**config.mk**
```make
export PLATFORM = sky130hd
export DESIGN_NAME = vpr_regs
export DESIGN_NICKNAME = d
export VERILOG_FILES = /design/src/rtl/vpr_pkg.sv /design/src/rtl/vpr_regs.sv
export SDC_FILE = /design/constraint.sdc
export NUM_CORES = 1
export LEC_CHECK = 0
export ABC_AREA = 0
export BUFFER_PORTS_ARGS = -buffer_cell sky130_fd_sc_hd__buf_2
export CORE_UTILIZATION = 40
export DETAILED_ROUTE_END_ITERATION = 12
export GPL_TIMING_DRIVEN = 1
export PLACE_DENSITY = 0.59
export SLEW_MARGIN = 20
export SYNTH_ARGS = -nofsm -noshare
export SYNTH_HDL_FRONTEND = slang
export SYNTH_SLANG_ARGS = --single-unit
```
**constraint.sdc**
```tcl
create_clock -name mclk -period 4.3 [get_ports mclk]
set_clock_uncertainty 0.05 [all_clocks]
set_input_delay 0 -clock mclk [delete_from_list [all_inputs] [get_ports mclk]]
set_output_delay 0 -clock mclk [all_outputs]
set_load 0.05 [all_outputs]
```
**src/rtl/vpr_pkg.sv**
```systemverilog
`default_nettype none
package vpr_pkg;
   // ==========================================================
   // Register select codes on the two address inputs
   localparam logic [1:0] SEL_MODE   = 2'h0;
   localparam logic [1:0] SEL_XCOORD = 2'h1;
   localparam logic [1:0] SEL_YCOORD = 2'h2;
   localparam logic [1:0] SEL_DATA   = 2'h3;
   localparam logic [1:0] SEL_TTX    = 2'h2;
   // ==========================================================
   // Operating mode codes
   localparam logic [2:0] MODE_PIXEL   = 3'h0;
   localparam logic [2:0] MODE_LUTADDR = 3'h1;
   localparam logic [2:0] MODE_LUTDATA = 3'h2;
   localparam logic [2:0] MODE_SWITCH  = 3'h3;
   localparam logic [2:0] MODE_SCROLL  = 3'h4;
   localparam logic [2:0] MODE_TTX     = 3'h5;
   localparam logic [2:0] MODE_PAGE    = 3'h6;
   // ==========================================================
   // Field positions
   localparam int MODE_SUB_BIT   = 3;
   localparam int LA_TRANSPARENCY_BIT_BIT    = 7;
   localparam int LA_RED_BIT     = 6;
   localparam int LA_GREEN_BIT   = 5;
   localparam int LA_BLUE_BIT    = 4;
   localparam int TRANSPARENCY_BIT_DATA_BIT  = 3;
   localparam int SW_LINE_BIT    = 7;
   localparam int SW_ILACE_BIT   = 6;
   localparam int SW_SYNC_BIT    = 5;
   localparam int SW_LSRC_BIT    = 4;
   localparam int SW_TEST_BIT    = 3;
   // ==========================================================
   // Reset values and steps
   localparam logic [3:0] MODE_RESET   = 4'h0;
   localparam logic [4:0] SWITCH_RESET = 5'h1f;
   localparam logic [2:0] PAGE_RESET   = 3'h0;
   localparam logic [7:0] LUTADDR_RESET = 8'h00;
   localparam logic [7:0] X_STEP       = 8'h02;
   localparam logic [7:0] SCROLL_MAX   = 8'hd1;
   localparam int         TTX_LOW_W    = 5;
   // ==========================================================
   // Timing
   localparam int CLK_HZ      = 50000000;
   localparam int TEST_HZ     = 1413000;
   localparam int TEST_DIV    = CLK_HZ / TEST_HZ;
endpackage
`default_nettype wire

```
**src/rtl/vpr_regs.sv**
```systemverilog
// What this block does
// RL1 - Nibble mode: column lsb one uses high nibble and high bank strobe.
// RL2 - Nibble pixel accesses leave both drawing coordinates unchanged.
// RL3 - Byte mode writes store all eight bits, then X advances by two.
// RL4 - X wraps to zero and stays readable; Y never advances itself.
// RL5 - Byte mode ignores column lsb; high nibble odd, low nibble even.
// RL6 - Lookup-address mode: address 3 write loads enables and entry index.
// RL7 - Border, and graphics when source switch 0, use lookup address index.
// RL8 - Software restores border index before display after table reloads.
// RL9 - Lookup-data write stores into every enabled section at chosen entry.
// RL10 - Lookup-data read with several enables returns undefined data.
// RL11 - Transparency section keeps data bit 3 only; output follows it.
// RL12 - Lookup reads bypass the holding register; transparency unreadable.
// RL13 - Colour entries hold 4-bit level codes; upper data bits ignored.
// RL14 - Switch mode: address 3 write loads bits 7-3; all ones at reset.
// RL15 - Line sync select: one normal rate, zero early rate.
// RL16 - Interlace select: one gives 2:1, zero gives 1:1.
// RL17 - Sync source one: vertical sync input, composite sync disabled.
// RL18 - Lookup source: zero lookup address, one shift register pixel.
// RL19 - Test bit runs vertical machine and row counter at test rate.
// RL20 - Scroll mode: address 3 write loads offset 0 to 209; values above 209 are stored as written.
// RL21 - Teletext mode: address 2 loads pointer; low counter modulo 32.
// RL22 - Page bits keep their values during teletext transfers.
// RL23 - Page mode: address 3 loads 3-bit page code, readable in status.
// RL24 - Mode bit 3 picks submode, bits 2-0 pick mode; code 7 inert.
// RL25 - Pixel mode address 3 access makes DRAM access from coordinates.
// RL26 - Writes with no function in current mode change no register.
`timescale 1ns/10ps
`default_nettype none
module vpr_regs #(
   parameter int LUT_DEPTH = 16
) (
   // Clock and reset
   input  wire logic        mclk,
   input  wire logic        rst_n,
   // Processor pins
   input  wire logic        io_cs_n,
   input  wire logic        e_clk,
   input  wire logic        rd_wr,
   input  wire logic [1:0]  reg_sel,
   input  wire logic [7:0]  ad_in,
   output logic      [7:0]  ad_out_r,
   output logic             ad_oe_n_r,
   // Raster state
   input  wire logic        vblank_n,
   input  wire logic        hblank_n,
   input  wire logic        in_graphics,
   input  wire logic [3:0]  shift_pixel,
   // Pixel DRAM access
   output logic             pix_req_r,
   output logic             pix_we_r,
   output logic             pix_byte_r,
   output logic             high_bank_row_strobe_r,
   output logic             low_bank_row_strobe_r,
   output logic      [7:0]  pix_col_r,
   output logic      [7:0]  pix_row_r,
   output logic      [7:0]  pix_wdata_r,
   input  wire logic        pix_rd_valid,
   input  wire logic [7:0]  pix_rdata,
   // Teletext DMA
   input  wire logic        teletext_byte_done,
   input  wire logic        teletext_active,
   output logic      [12:0] teletext_addr_r,
   // Parameters to the raster logic
   output logic      [3:0]  mode_r,
   output logic      [2:0]  page_r,
   output logic      [7:0]  scroll_r,
   output logic             line_sync_rate_select_r,
   output logic             interlace_select_r,
   output logic             vsync_oe_n_r,
   output logic             csync_enable_r,
   output logic             lookup_source_select_r,
   output logic             factory_test_select_r,
   output logic             vsm_tick_test_r,
   // Colour generation
   output logic      [3:0]  red_level_r,
   output logic      [3:0]  green_level_r,
   output logic      [3:0]  blue_level_r,
   output logic             transparency_bit_r
);
   // ==========================================================
   // Reset release and pin synchronisers
   logic       rst_meta, rst_s_n;
   logic       cs_m, e_m, rw_m, cs_s, e_s, rw_s, e_d;
   logic [1:0] sel_m, sel_s;
   logic [7:0] ad_m, ad_s;

   always_ff @(posedge mclk or negedge rst_n) begin
      if (!rst_n) begin
         rst_meta <= 1'b0;
         rst_s_n  <= 1'b0;
      end else begin
         rst_meta <= 1'b1;
         rst_s_n  <= rst_meta;
      end
   end

   always_ff @(posedge mclk or negedge rst_s_n) begin
      if (!rst_s_n) begin
         cs_m  <= 1'b1;
         cs_s  <= 1'b1;
         e_m   <= 1'b0;
         e_s   <= 1'b0;
         e_d   <= 1'b0;
         rw_m  <= 1'b1;
         rw_s  <= 1'b1;
         sel_m <= 2'h0;
         sel_s <= 2'h0;
         ad_m  <= 8'h00;
         ad_s  <= 8'h00;
      end else begin
         cs_m  <= io_cs_n;
         cs_s  <= cs_m;
         e_m   <= e_clk;
         e_s   <= e_m;
         e_d   <= e_s;
         rw_m  <= rd_wr;
         rw_s  <= rw_m;
         sel_m <= reg_sel;
         sel_s <= sel_m;
         ad_m  <= ad_in;
         ad_s  <= ad_m;
      end
   end

   // Write commits on the falling E edge, when the data is settled
   logic wr_stb, rd_stb;
   assign wr_stb = e_d && !e_s && !cs_s && !rw_s;
   assign rd_stb = !e_d && e_s && !cs_s && rw_s;

   function automatic logic hit(input logic [2:0] m, input logic [1:0] s,
                                input logic [2:0] cur_m,
                                input logic [1:0] cur_s);
      hit = (cur_m == m) && (cur_s == s);
   endfunction

   logic [2:0] mode_code;
   logic       byte_sub;
   assign mode_code = mode_r[2:0];
   assign byte_sub  = mode_r[vpr_pkg::MODE_SUB_BIT];

   logic pix_hit, lut_addr_wr, lookup_entry_data_hit, sw_wr, scroll_wr;
   logic ttx_hit, page_wr;
   assign pix_hit      = hit(vpr_pkg::MODE_PIXEL, vpr_pkg::SEL_DATA,
                             mode_code, sel_s); // RL25
   assign lut_addr_wr  = wr_stb && hit(vpr_pkg::MODE_LUTADDR,
                             vpr_pkg::SEL_DATA, mode_code, sel_s);
   assign lookup_entry_data_hit = hit(vpr_pkg::MODE_LUTDATA, vpr_pkg::SEL_DATA,
                             mode_code, sel_s);
   assign sw_wr        = wr_stb && hit(vpr_pkg::MODE_SWITCH,
                             vpr_pkg::SEL_DATA, mode_code, sel_s);
   assign scroll_wr    = wr_stb && hit(vpr_pkg::MODE_SCROLL,
                             vpr_pkg::SEL_DATA, mode_code, sel_s);
   assign ttx_hit      = hit(vpr_pkg::MODE_TTX, vpr_pkg::SEL_TTX,
                             mode_code, sel_s);
   assign page_wr      = wr_stb && hit(vpr_pkg::MODE_PAGE,
                             vpr_pkg::SEL_DATA, mode_code, sel_s);

   // ==========================================================
   // Mode register; code 7 is stored and reported but selects nothing
   always_ff @(posedge mclk or negedge rst_s_n) begin
      if (!rst_s_n)
         mode_r <= vpr_pkg::MODE_RESET;
      else if (wr_stb && sel_s == vpr_pkg::SEL_MODE)
         mode_r <= ad_s[3:0]; // RL24
   end

   // ==========================================================
   // Drawing coordinates
   logic [7:0] x_r, y_r;
   logic       x_wr, y_wr, x_step;
   assign x_wr   = wr_stb && hit(vpr_pkg::MODE_PIXEL, vpr_pkg::SEL_XCOORD,
                                 mode_code, sel_s);
   assign y_wr   = wr_stb && hit(vpr_pkg::MODE_PIXEL, vpr_pkg::SEL_YCOORD,
                                 mode_code, sel_s);
   // Only byte writes advance X; Y is left to software
   assign x_step = wr_stb && pix_hit && byte_sub; // RL3

   always_ff @(posedge mclk or negedge rst_s_n) begin
      if (!rst_s_n)
         x_r <= 8'h00;
      else if (x_wr)
         x_r <= ad_s;
      else if (x_step)
         x_r <= x_r + vpr_pkg::X_STEP; // RL4
   end

   always_ff @(posedge mclk or negedge rst_s_n) begin
      if (!rst_s_n)
         y_r <= 8'h00;
      else if (y_wr)
         y_r <= ad_s; // RL4
   end

   // ==========================================================
   // Pixel access request towards the DRAM controller
   logic pix_go;
   assign pix_go = (wr_stb || rd_stb) && pix_hit;

   always_ff @(posedge mclk or negedge rst_s_n) begin
      if (!rst_s_n) begin
         pix_req_r              <= 1'b0;
         pix_we_r               <= 1'b0;
         pix_byte_r             <= 1'b0;
         high_bank_row_strobe_r <= 1'b0;
         low_bank_row_strobe_r  <= 1'b0;
         pix_col_r              <= 8'h00;
         pix_row_r              <= 8'h00;
         pix_wdata_r            <= 8'h00;
      end else begin
         pix_req_r <= pix_go; // RL25
         if (pix_go) begin
            pix_we_r    <= wr_stb;
            pix_byte_r  <= byte_sub;
            pix_col_r   <= x_r;
            pix_row_r   <= y_r;
            pix_wdata_r <= ad_s; // RL3
            // Byte mode strobes both banks, so column lsb is ignored
            high_bank_row_strobe_r <= byte_sub || x_r[0]; // RL1 RL5
            low_bank_row_strobe_r  <= byte_sub || !x_r[0]; // RL1 RL5
         end
      end
   end

   // ==========================================================
   // Lookup address, switches, scroll, page
   logic [7:0] lut_addr_r;
   logic [4:0] sw_r;

   always_ff @(posedge mclk or negedge rst_s_n) begin
      if (!rst_s_n)
         lut_addr_r <= vpr_pkg::LUTADDR_RESET;
      else if (lut_addr_wr)
         lut_addr_r <= ad_s; // RL6
   end

   always_ff @(posedge mclk or negedge rst_s_n) begin
      if (!rst_s_n)
         sw_r <= vpr_pkg::SWITCH_RESET; // RL14
      else if (sw_wr)
         sw_r <= ad_s[vpr_pkg::SW_LINE_BIT:vpr_pkg::SW_TEST_BIT]; // RL14
   end

   // Values above 209 are stored as written; the raster logic must not
   // be handed one, so software keeps to the limit
   always_ff @(posedge mclk or negedge rst_s_n) begin
      if (!rst_s_n)
         scroll_r <= 8'h00;
      else if (scroll_wr)
         scroll_r <= ad_s; // RL20
   end

   // Page changes only by an explicit write, never by DMA activity
   always_ff @(posedge mclk or negedge rst_s_n) begin
      if (!rst_s_n)
         page_r <= vpr_pkg::PAGE_RESET;
      else if (page_wr)
         page_r <= ad_s[2:0]; // RL23 RL22
   end

   localparam int SWB = vpr_pkg::SW_TEST_BIT;
   always_ff @(posedge mclk or negedge rst_s_n) begin
      if (!rst_s_n) begin
         line_sync_rate_select_r <= 1'b1;
         interlace_select_r      <= 1'b1;
         vsync_oe_n_r            <= 1'b1;
         csync_enable_r          <= 1'b0;
         lookup_source_select_r  <= 1'b1;
         factory_test_select_r   <= 1'b1;
      end else begin
         line_sync_rate_select_r <= sw_r[vpr_pkg::SW_LINE_BIT - SWB]; // RL15
         interlace_select_r      <= sw_r[vpr_pkg::SW_ILACE_BIT - SWB]; // RL16
         // External sync: vertical sync pin turns input, composite off
         vsync_oe_n_r   <= sw_r[vpr_pkg::SW_SYNC_BIT - SWB]; // RL17
         csync_enable_r <= !sw_r[vpr_pkg::SW_SYNC_BIT - SWB]; // RL17
         lookup_source_select_r  <= sw_r[vpr_pkg::SW_LSRC_BIT - SWB]; // RL18
         factory_test_select_r   <= sw_r[0]; // RL19
      end
   end

   // Test-rate tick for the vertical machine and row counter
   logic [5:0] div_r;
   localparam logic [5:0] DIV_LAST = 6'(vpr_pkg::TEST_DIV - 1);
   always_ff @(posedge mclk or negedge rst_s_n) begin
      if (!rst_s_n) begin
         div_r           <= 6'h00;
         vsm_tick_test_r <= 1'b0;
      end else begin
         vsm_tick_test_r <= 1'b0;
         if (!sw_r[0] || div_r == DIV_LAST)
            div_r <= 6'h00;
         else
            div_r <= div_r + 6'h01;
         if (sw_r[0] && div_r == DIV_LAST)
            vsm_tick_test_r <= 1'b1; // RL19
      end
   end

   // ==========================================================
   // Colour lookup table
   logic [3:0] red_mem   [LUT_DEPTH];
   logic [3:0] green_mem [LUT_DEPTH];
   logic [3:0] blue_mem  [LUT_DEPTH];
   logic       transparency_bit_mem  [LUT_DEPTH];
   logic [3:0] lut_ent;
   logic       lut_wr;
   assign lut_ent = lut_addr_r[3:0];
   assign lut_wr  = wr_stb && lookup_entry_data_hit;

   // Every enabled section is written; upper data bits are dropped
   always_ff @(posedge mclk) begin
      if (lut_wr && lut_addr_r[vpr_pkg::LA_RED_BIT])
         red_mem[lut_ent] <= ad_s[3:0]; // RL9 RL13
      if (lut_wr && lut_addr_r[vpr_pkg::LA_GREEN_BIT])
         green_mem[lut_ent] <= ad_s[3:0]; // RL9 RL13
      if (lut_wr && lut_addr_r[vpr_pkg::LA_BLUE_BIT])
         blue_mem[lut_ent] <= ad_s[3:0]; // RL9 RL13
      if (lut_wr && lut_addr_r[vpr_pkg::LA_TRANSPARENCY_BIT_BIT])
         transparency_bit_mem[lut_ent] <= ad_s[vpr_pkg::TRANSPARENCY_BIT_DATA_BIT]; // RL9 RL11
   end

   // Colour index source: border always uses the lookup address
   logic [3:0] color_idx;
   assign color_idx = (in_graphics && lookup_source_select_r) ?
                      shift_pixel : lut_ent; // RL7 RL18

   always_ff @(posedge mclk) begin
      red_level_r        <= red_mem[color_idx];
      green_level_r      <= green_mem[color_idx];
      blue_level_r       <= blue_mem[color_idx];
      transparency_bit_r <= transparency_bit_mem[color_idx]; // RL11
   end

   // Several enables OR the sections together, which software must not
   // rely on; transparency has no read path
   logic [3:0] lut_rd;
   always_comb begin
      lut_rd = 4'h0;
      if (lut_addr_r[vpr_pkg::LA_RED_BIT])
         lut_rd = lut_rd | red_mem[lut_ent];
      if (lut_addr_r[vpr_pkg::LA_GREEN_BIT])
         lut_rd = lut_rd | green_mem[lut_ent];
      if (lut_addr_r[vpr_pkg::LA_BLUE_BIT])
         lut_rd = lut_rd | blue_mem[lut_ent]; // RL10 RL12
   end

   // ==========================================================
   // Teletext pointer and modulo-32 byte counter
   logic [7:0]                   ttx_hi_r;
   logic [vpr_pkg::TTX_LOW_W-1:0] ttx_lo_r;
   localparam logic [vpr_pkg::TTX_LOW_W-1:0] LO_LAST = '1;
   always_ff @(posedge mclk or negedge rst_s_n) begin
      if (!rst_s_n) begin
         ttx_hi_r <= 8'h00;
         ttx_lo_r <= '0;
      end else if (wr_stb && ttx_hit) begin
         ttx_hi_r <= ad_s; // RL21
         ttx_lo_r <= '0;
      end else if (teletext_byte_done) begin
         ttx_lo_r <= ttx_lo_r + 1'b1; // RL21
         if (ttx_lo_r == LO_LAST)
            ttx_hi_r <= ttx_hi_r + 8'h01; // RL21
      end else if (!hblank_n) begin
         ttx_lo_r <= '0;
      end
   end

   always_ff @(posedge mclk or negedge rst_s_n) begin
      if (!rst_s_n)
         teletext_addr_r <= 13'h0000;
      else
         teletext_addr_r <= {ttx_hi_r, ttx_lo_r};
   end

   // ==========================================================
   // Read path; driven while E is high and the chip is selected
   always_ff @(posedge mclk or negedge rst_s_n) begin
      if (!rst_s_n) begin
         ad_out_r  <= 8'h00;
         ad_oe_n_r <= 1'b1;
      end else begin
         ad_oe_n_r <= !(e_s && !cs_s && rw_s);
         if (rd_stb) begin
            case (sel_s)
               vpr_pkg::SEL_MODE:
                  ad_out_r <= {vblank_n, hblank_n, mode_code, page_r}; // RL23
               vpr_pkg::SEL_XCOORD:
                  ad_out_r <= (mode_code == vpr_pkg::MODE_PIXEL) ?
                              x_r : 8'h00; // RL4
               vpr_pkg::SEL_YCOORD:
                  ad_out_r <= (mode_code == vpr_pkg::MODE_PIXEL) ? y_r :
                              (mode_code == vpr_pkg::MODE_TTX) ?
                              ttx_hi_r : 8'h00; // RL21
               vpr_pkg::SEL_DATA:
                  ad_out_r <= lookup_entry_data_hit ? {4'h0, lut_rd} : 8'h00; // RL12
               default:
                  ad_out_r <= 8'h00;
            endcase
         end else if (pix_rd_valid) begin
            // Nibble read returns only the addressed nibble, in its lane
            if (pix_byte_r)
               ad_out_r <= pix_rdata;
            else if (high_bank_row_strobe_r)
               ad_out_r <= {pix_rdata[7:4], 4'h0}; // RL1
            else
               ad_out_r <= {4'h0, pix_rdata[3:0]}; // RL1
         end
      end
   end
endmodule
`default_nettype wire

```
==> impl_metrics.csv <==
group,metric,value,unit
outcome,status,"completed",
die,die_x,205.2,um
synth,ys_ff_latch,371,
final_layout,fin_nets,1433,
synth,synth_warnings,0,
power,p_leak,7.196,nW
synth,ys_types,63,
clock_network,clk_latency,0.57,ns
grt,grt.met2_usage,36.90,%
grt,top_usage_layer,"met2",
power,clockPowerShare,38.4,%
synth,synth_top_cell_area_share,37.82,%
final_layout,layout.cells.most_common,"edfxtp_1",
drt,drt_pass1_iterations,5,
grt,grt_max_degree,76,
synth,syn_inst,1252,
synth,synth_edf_count,208,
grt,grt_pass1_vias,11475,
worst_setup_path,path_class,"reg2reg",
worst_hold_path,hold_end,"ad_m[3]$_DFF_PN0_",
clock_network,cts.htree.levels,2,
synth,yosysTopAreaCell,"edfxtp_1",
grt,grt_util_met3,4.324,%
synth,yosys-top-cells-area,"edfxtp_1 (38%), dfrtp_1 (20%), mux2_2 (4.2%)",
worst_setup_path,arrival,3.84,ns
power,ir_worst_vdd,0.3978,mV
drt,drt_iter0_drc,938,
sta,relSlewSlack,30.78,%
power,pwr-share-comb,14.9,%
place,placed_area,0.01771,sq mm
clock_network,cts_tree,"done",
clock_network,clkSinkCount,371,
worst_setup_path,rrSetupSlack,0.82,ns
sta,post-route-period-util,80.93,%
power,power_frac_seq,46.7,%
synth,synth_nets,1291,
worst_setup_path,worstReg2RegEnd,"ad_out_r[1]$_DFFE_PN0P_",
final_layout,area_delta_synth_final,17.62,%
place,place_hpwl,31780,um
final_layout,multiInputGateArea,0.005839,sq mm
final_layout,seq_area,0.01029,sq mm
grt,grtUsageTotal,23.42,%
worst_setup_path,r2r_cells,7,
drt,routedWlPerCell,24.60,um
place,routabilityCongestion,0.9202,
worst_setup_path,crit_path_start,"lut_addr_r[0]$_DFFE_PN0P_",
grt,grt_pass1_wl,73040,um
grt,antenna_found_initial,1,
synth,avgSynthCellArea,13.19,sq um
clock_network,clockRootBuffer,"clkbuf_16",
power,intPower,6.377,mW
die,num_rows,74,
drt,viasPerCell,5.918,
sta,setup_violations,0,
worst_setup_path,startpoint_type,"flip-flop",
die,die_area,0.04210,sq mm
place,port_buffers,117,
grt,use_met1,32.16,%
clock_network,cts_buffer_depth,3,
drt,drcViolationCount,0,
flow_run,drv_cap,0,
sta,setup_ws,0.8200,ns
clock_network,cts.clk_slew.worst_paths,0.06,ns
die,pin_count,119,
die,core_area,0.04074,sq mm
drt,final_antenna_net_count,0,
drt,vias,11594,
worst_setup_path,crit_path_end_kind,"flip-flop",
synth,netlist_area,0.01651,sq mm
final_layout,fill_cells,3630,
sta,tns,0,ns
final_layout,final_area,0.01942,sq mm
sta,worstMarginPinSlew,1.034,ns
place,place_ws,0.9991,ns
final_layout,layout-drive-gt1-share,24.40,%
final_layout,utilization,47.68,%
worst_hold_path,hp-start,"ad_in[3]",
drt,totalWireLength,48190,um
power,powerDensity,458.0,mW/mm^2
power,switching_share,28.33,%
synth,synth_flop_cell,"edfxtp_1",
clock_network,cts_buffers,40,
sta,layout_min_cycle_time,3.480,ns
worst_setup_path,critPathMaxFanout,17,
sta,rsz0062_at_grt,"no",
die,fp.dieH,205.2,um
worst_setup_path,critical_path_required,4.66,ns
sta,slew_violations,0,
grt,overflow,0,
worst_hold_path,hold_path_class,"in2reg",
worst_hold_path,holdPathStages,2,
sta,fmax,287.4,MHz
sta,hold_viol_final,0,
power,switchingPower,2.521,mW
synth,ys_seq_area_share,62.24,%
die,initial_core_util,40.54,%
worst_setup_path,r2r_start,"lut_addr_r[0]$_DFFE_PN0P_",
final_layout,layout_common_cells,"edfxtp_1 (208), dfrtp_1 (129), buf_2 (117), nor2_1 (95), nand2_1 (92)",
synth,async_flop_share,40.43,%
per-layer routing:
metal	vias to the layer above	wire length [um]	share of wire, %
li1	5109	-	-
met1	5863	20700	43
met2	524	22320	46
met3	98	3538	7.3
met4	0	1635	3.4
met5	-	0	0
worst max path at each step:
stage                     cells past startpoint  slack, ns                  endpoint
final                                         7       0.82   ad_out_r[1]$_DFFE_PN0P_
after global routing                          7       0.69   ad_out_r[4]$_DFFE_PN0P_
after CTS                                     6       0.99   ad_out_r[1]$_DFFE_PN0P_
after detailed placement                      6        1.0   ad_out_r[1]$_DFFE_PN0P_
after global placement                        6       1.03   ad_out_r[1]$_DFFE_PN0P_
after floorplan                               7       1.72  red_mem[12][0]$_DFFE_PP_
sequential cells by signal, indices dropped and copies added, names as in the netlist, 6 cells and up:
| register | cells |
|---|---|
| x_r | 8 |
| pix_row_r | 8 |
| red_mem | 64 |
| transparency_bit_mem | 16 |
| ad_out_r | 8 |
| ad_s | 8 |
| teletext_addr_r | 13 |
| green_mem | 64 |
| y_r | 8 |
| pix_wdata_r | 8 |
| pix_col_r | 8 |
| ad_m | 8 |
| blue_mem | 64 |
| ttx_hi_r | 8 |
| scroll_r | 8 |
| lut_addr_r | 8 |
| div_r | 6 |
worst max-delay path, stage by stage, from the launching register on:
cell and delay (ns):
dfrtp_1 0.72, buf_4 0.35, buf_4 0.25, mux4_2 0.32
mux2i_1 0.46, o211ai_1 0.21, a2111oi_0 0.80, o21ai_0 0.16
through the flow:
step           std cells  hold slack, ns  power, mW
6_report            1959         0.02501      8.898
5_1_grt             1958         0.01757      9.204
4_1_cts             1957       0.0005757      8.955
3_5_place_dp        1845         -0.2609      5.490
3_3_place_gp        1845         -0.2653      5.482
2_1_floorplan       1252         -0.3456      5.063
power by group through the flow:
stage          logic, mW  registers, mW  clock network [mW]
2_1_floorplan      0.477           4.59                   0
3_3_place_gp        1.26           4.22                   0
3_5_place_dp        1.26           4.23                   0
4_1_cts             1.31           4.16                3.48
5_1_grt             1.39           4.19                3.62
6_report            1.32           4.16                3.42
what timing repair did:
item,4_1_cts,5_1_grt
hold buffers,38,0
setup buffers,0,0
hold endpoints to repair,33,0
resized for setup,0,0
synthesized netlist by cell type, types with 6 or more instances:
cell and n:
a21oi_1 21, a211o_1 12, o21ai_0 28, a2111oi_0 50, nor2b_1 21, mux2_2 61
dfrtp_1 135, buf_2 14, nand2b_1 8, dfstp_2 15, nand2_1 94, xor2_1 6
nor3_1 11, a311oi_1 24, mux4_2 28, a22o_1 7, inv_1 11, mux2_4 8
a22oi_1 21, dfxtp_1 13, edfxtp_1 208, nor2_1 96, a211oi_1 26, nor4_1 13
mux2i_1 48, and3_1 80, o221ai_1 8, nand3_1 32, clkbuf_1 73, xnor2_1 7
ha_1 6
cells by family (layout without fill, tap and decap cells):
family	count (synthesis)	count (layout)	synth area share, %
compound gates	223	223	10.33
xor+xnor	13	13	0.6895
simple gates	389	389	12.04
mux	145	145	11.61
buf+inv	104	278	2.606
other cells	1	2	0.02271
flops	371	371	62.24
fa+ha+maj	6	6	0.4546
layout make-up:
class | instances | area share, %
Antenna cell | 1 | 0.01288
Clock buffer | 59 | 6.048
Clock inverter | 15 | 0.6377
Inverter | 11 | 0.2126
Multi-Input combinational cell | 777 | 30.06
Sequential cell | 371 | 52.99
Tap cell | 532 | 3.427
Timing Repair Buffer | 193 | 6.609
(Power assumes the default switching activity.)
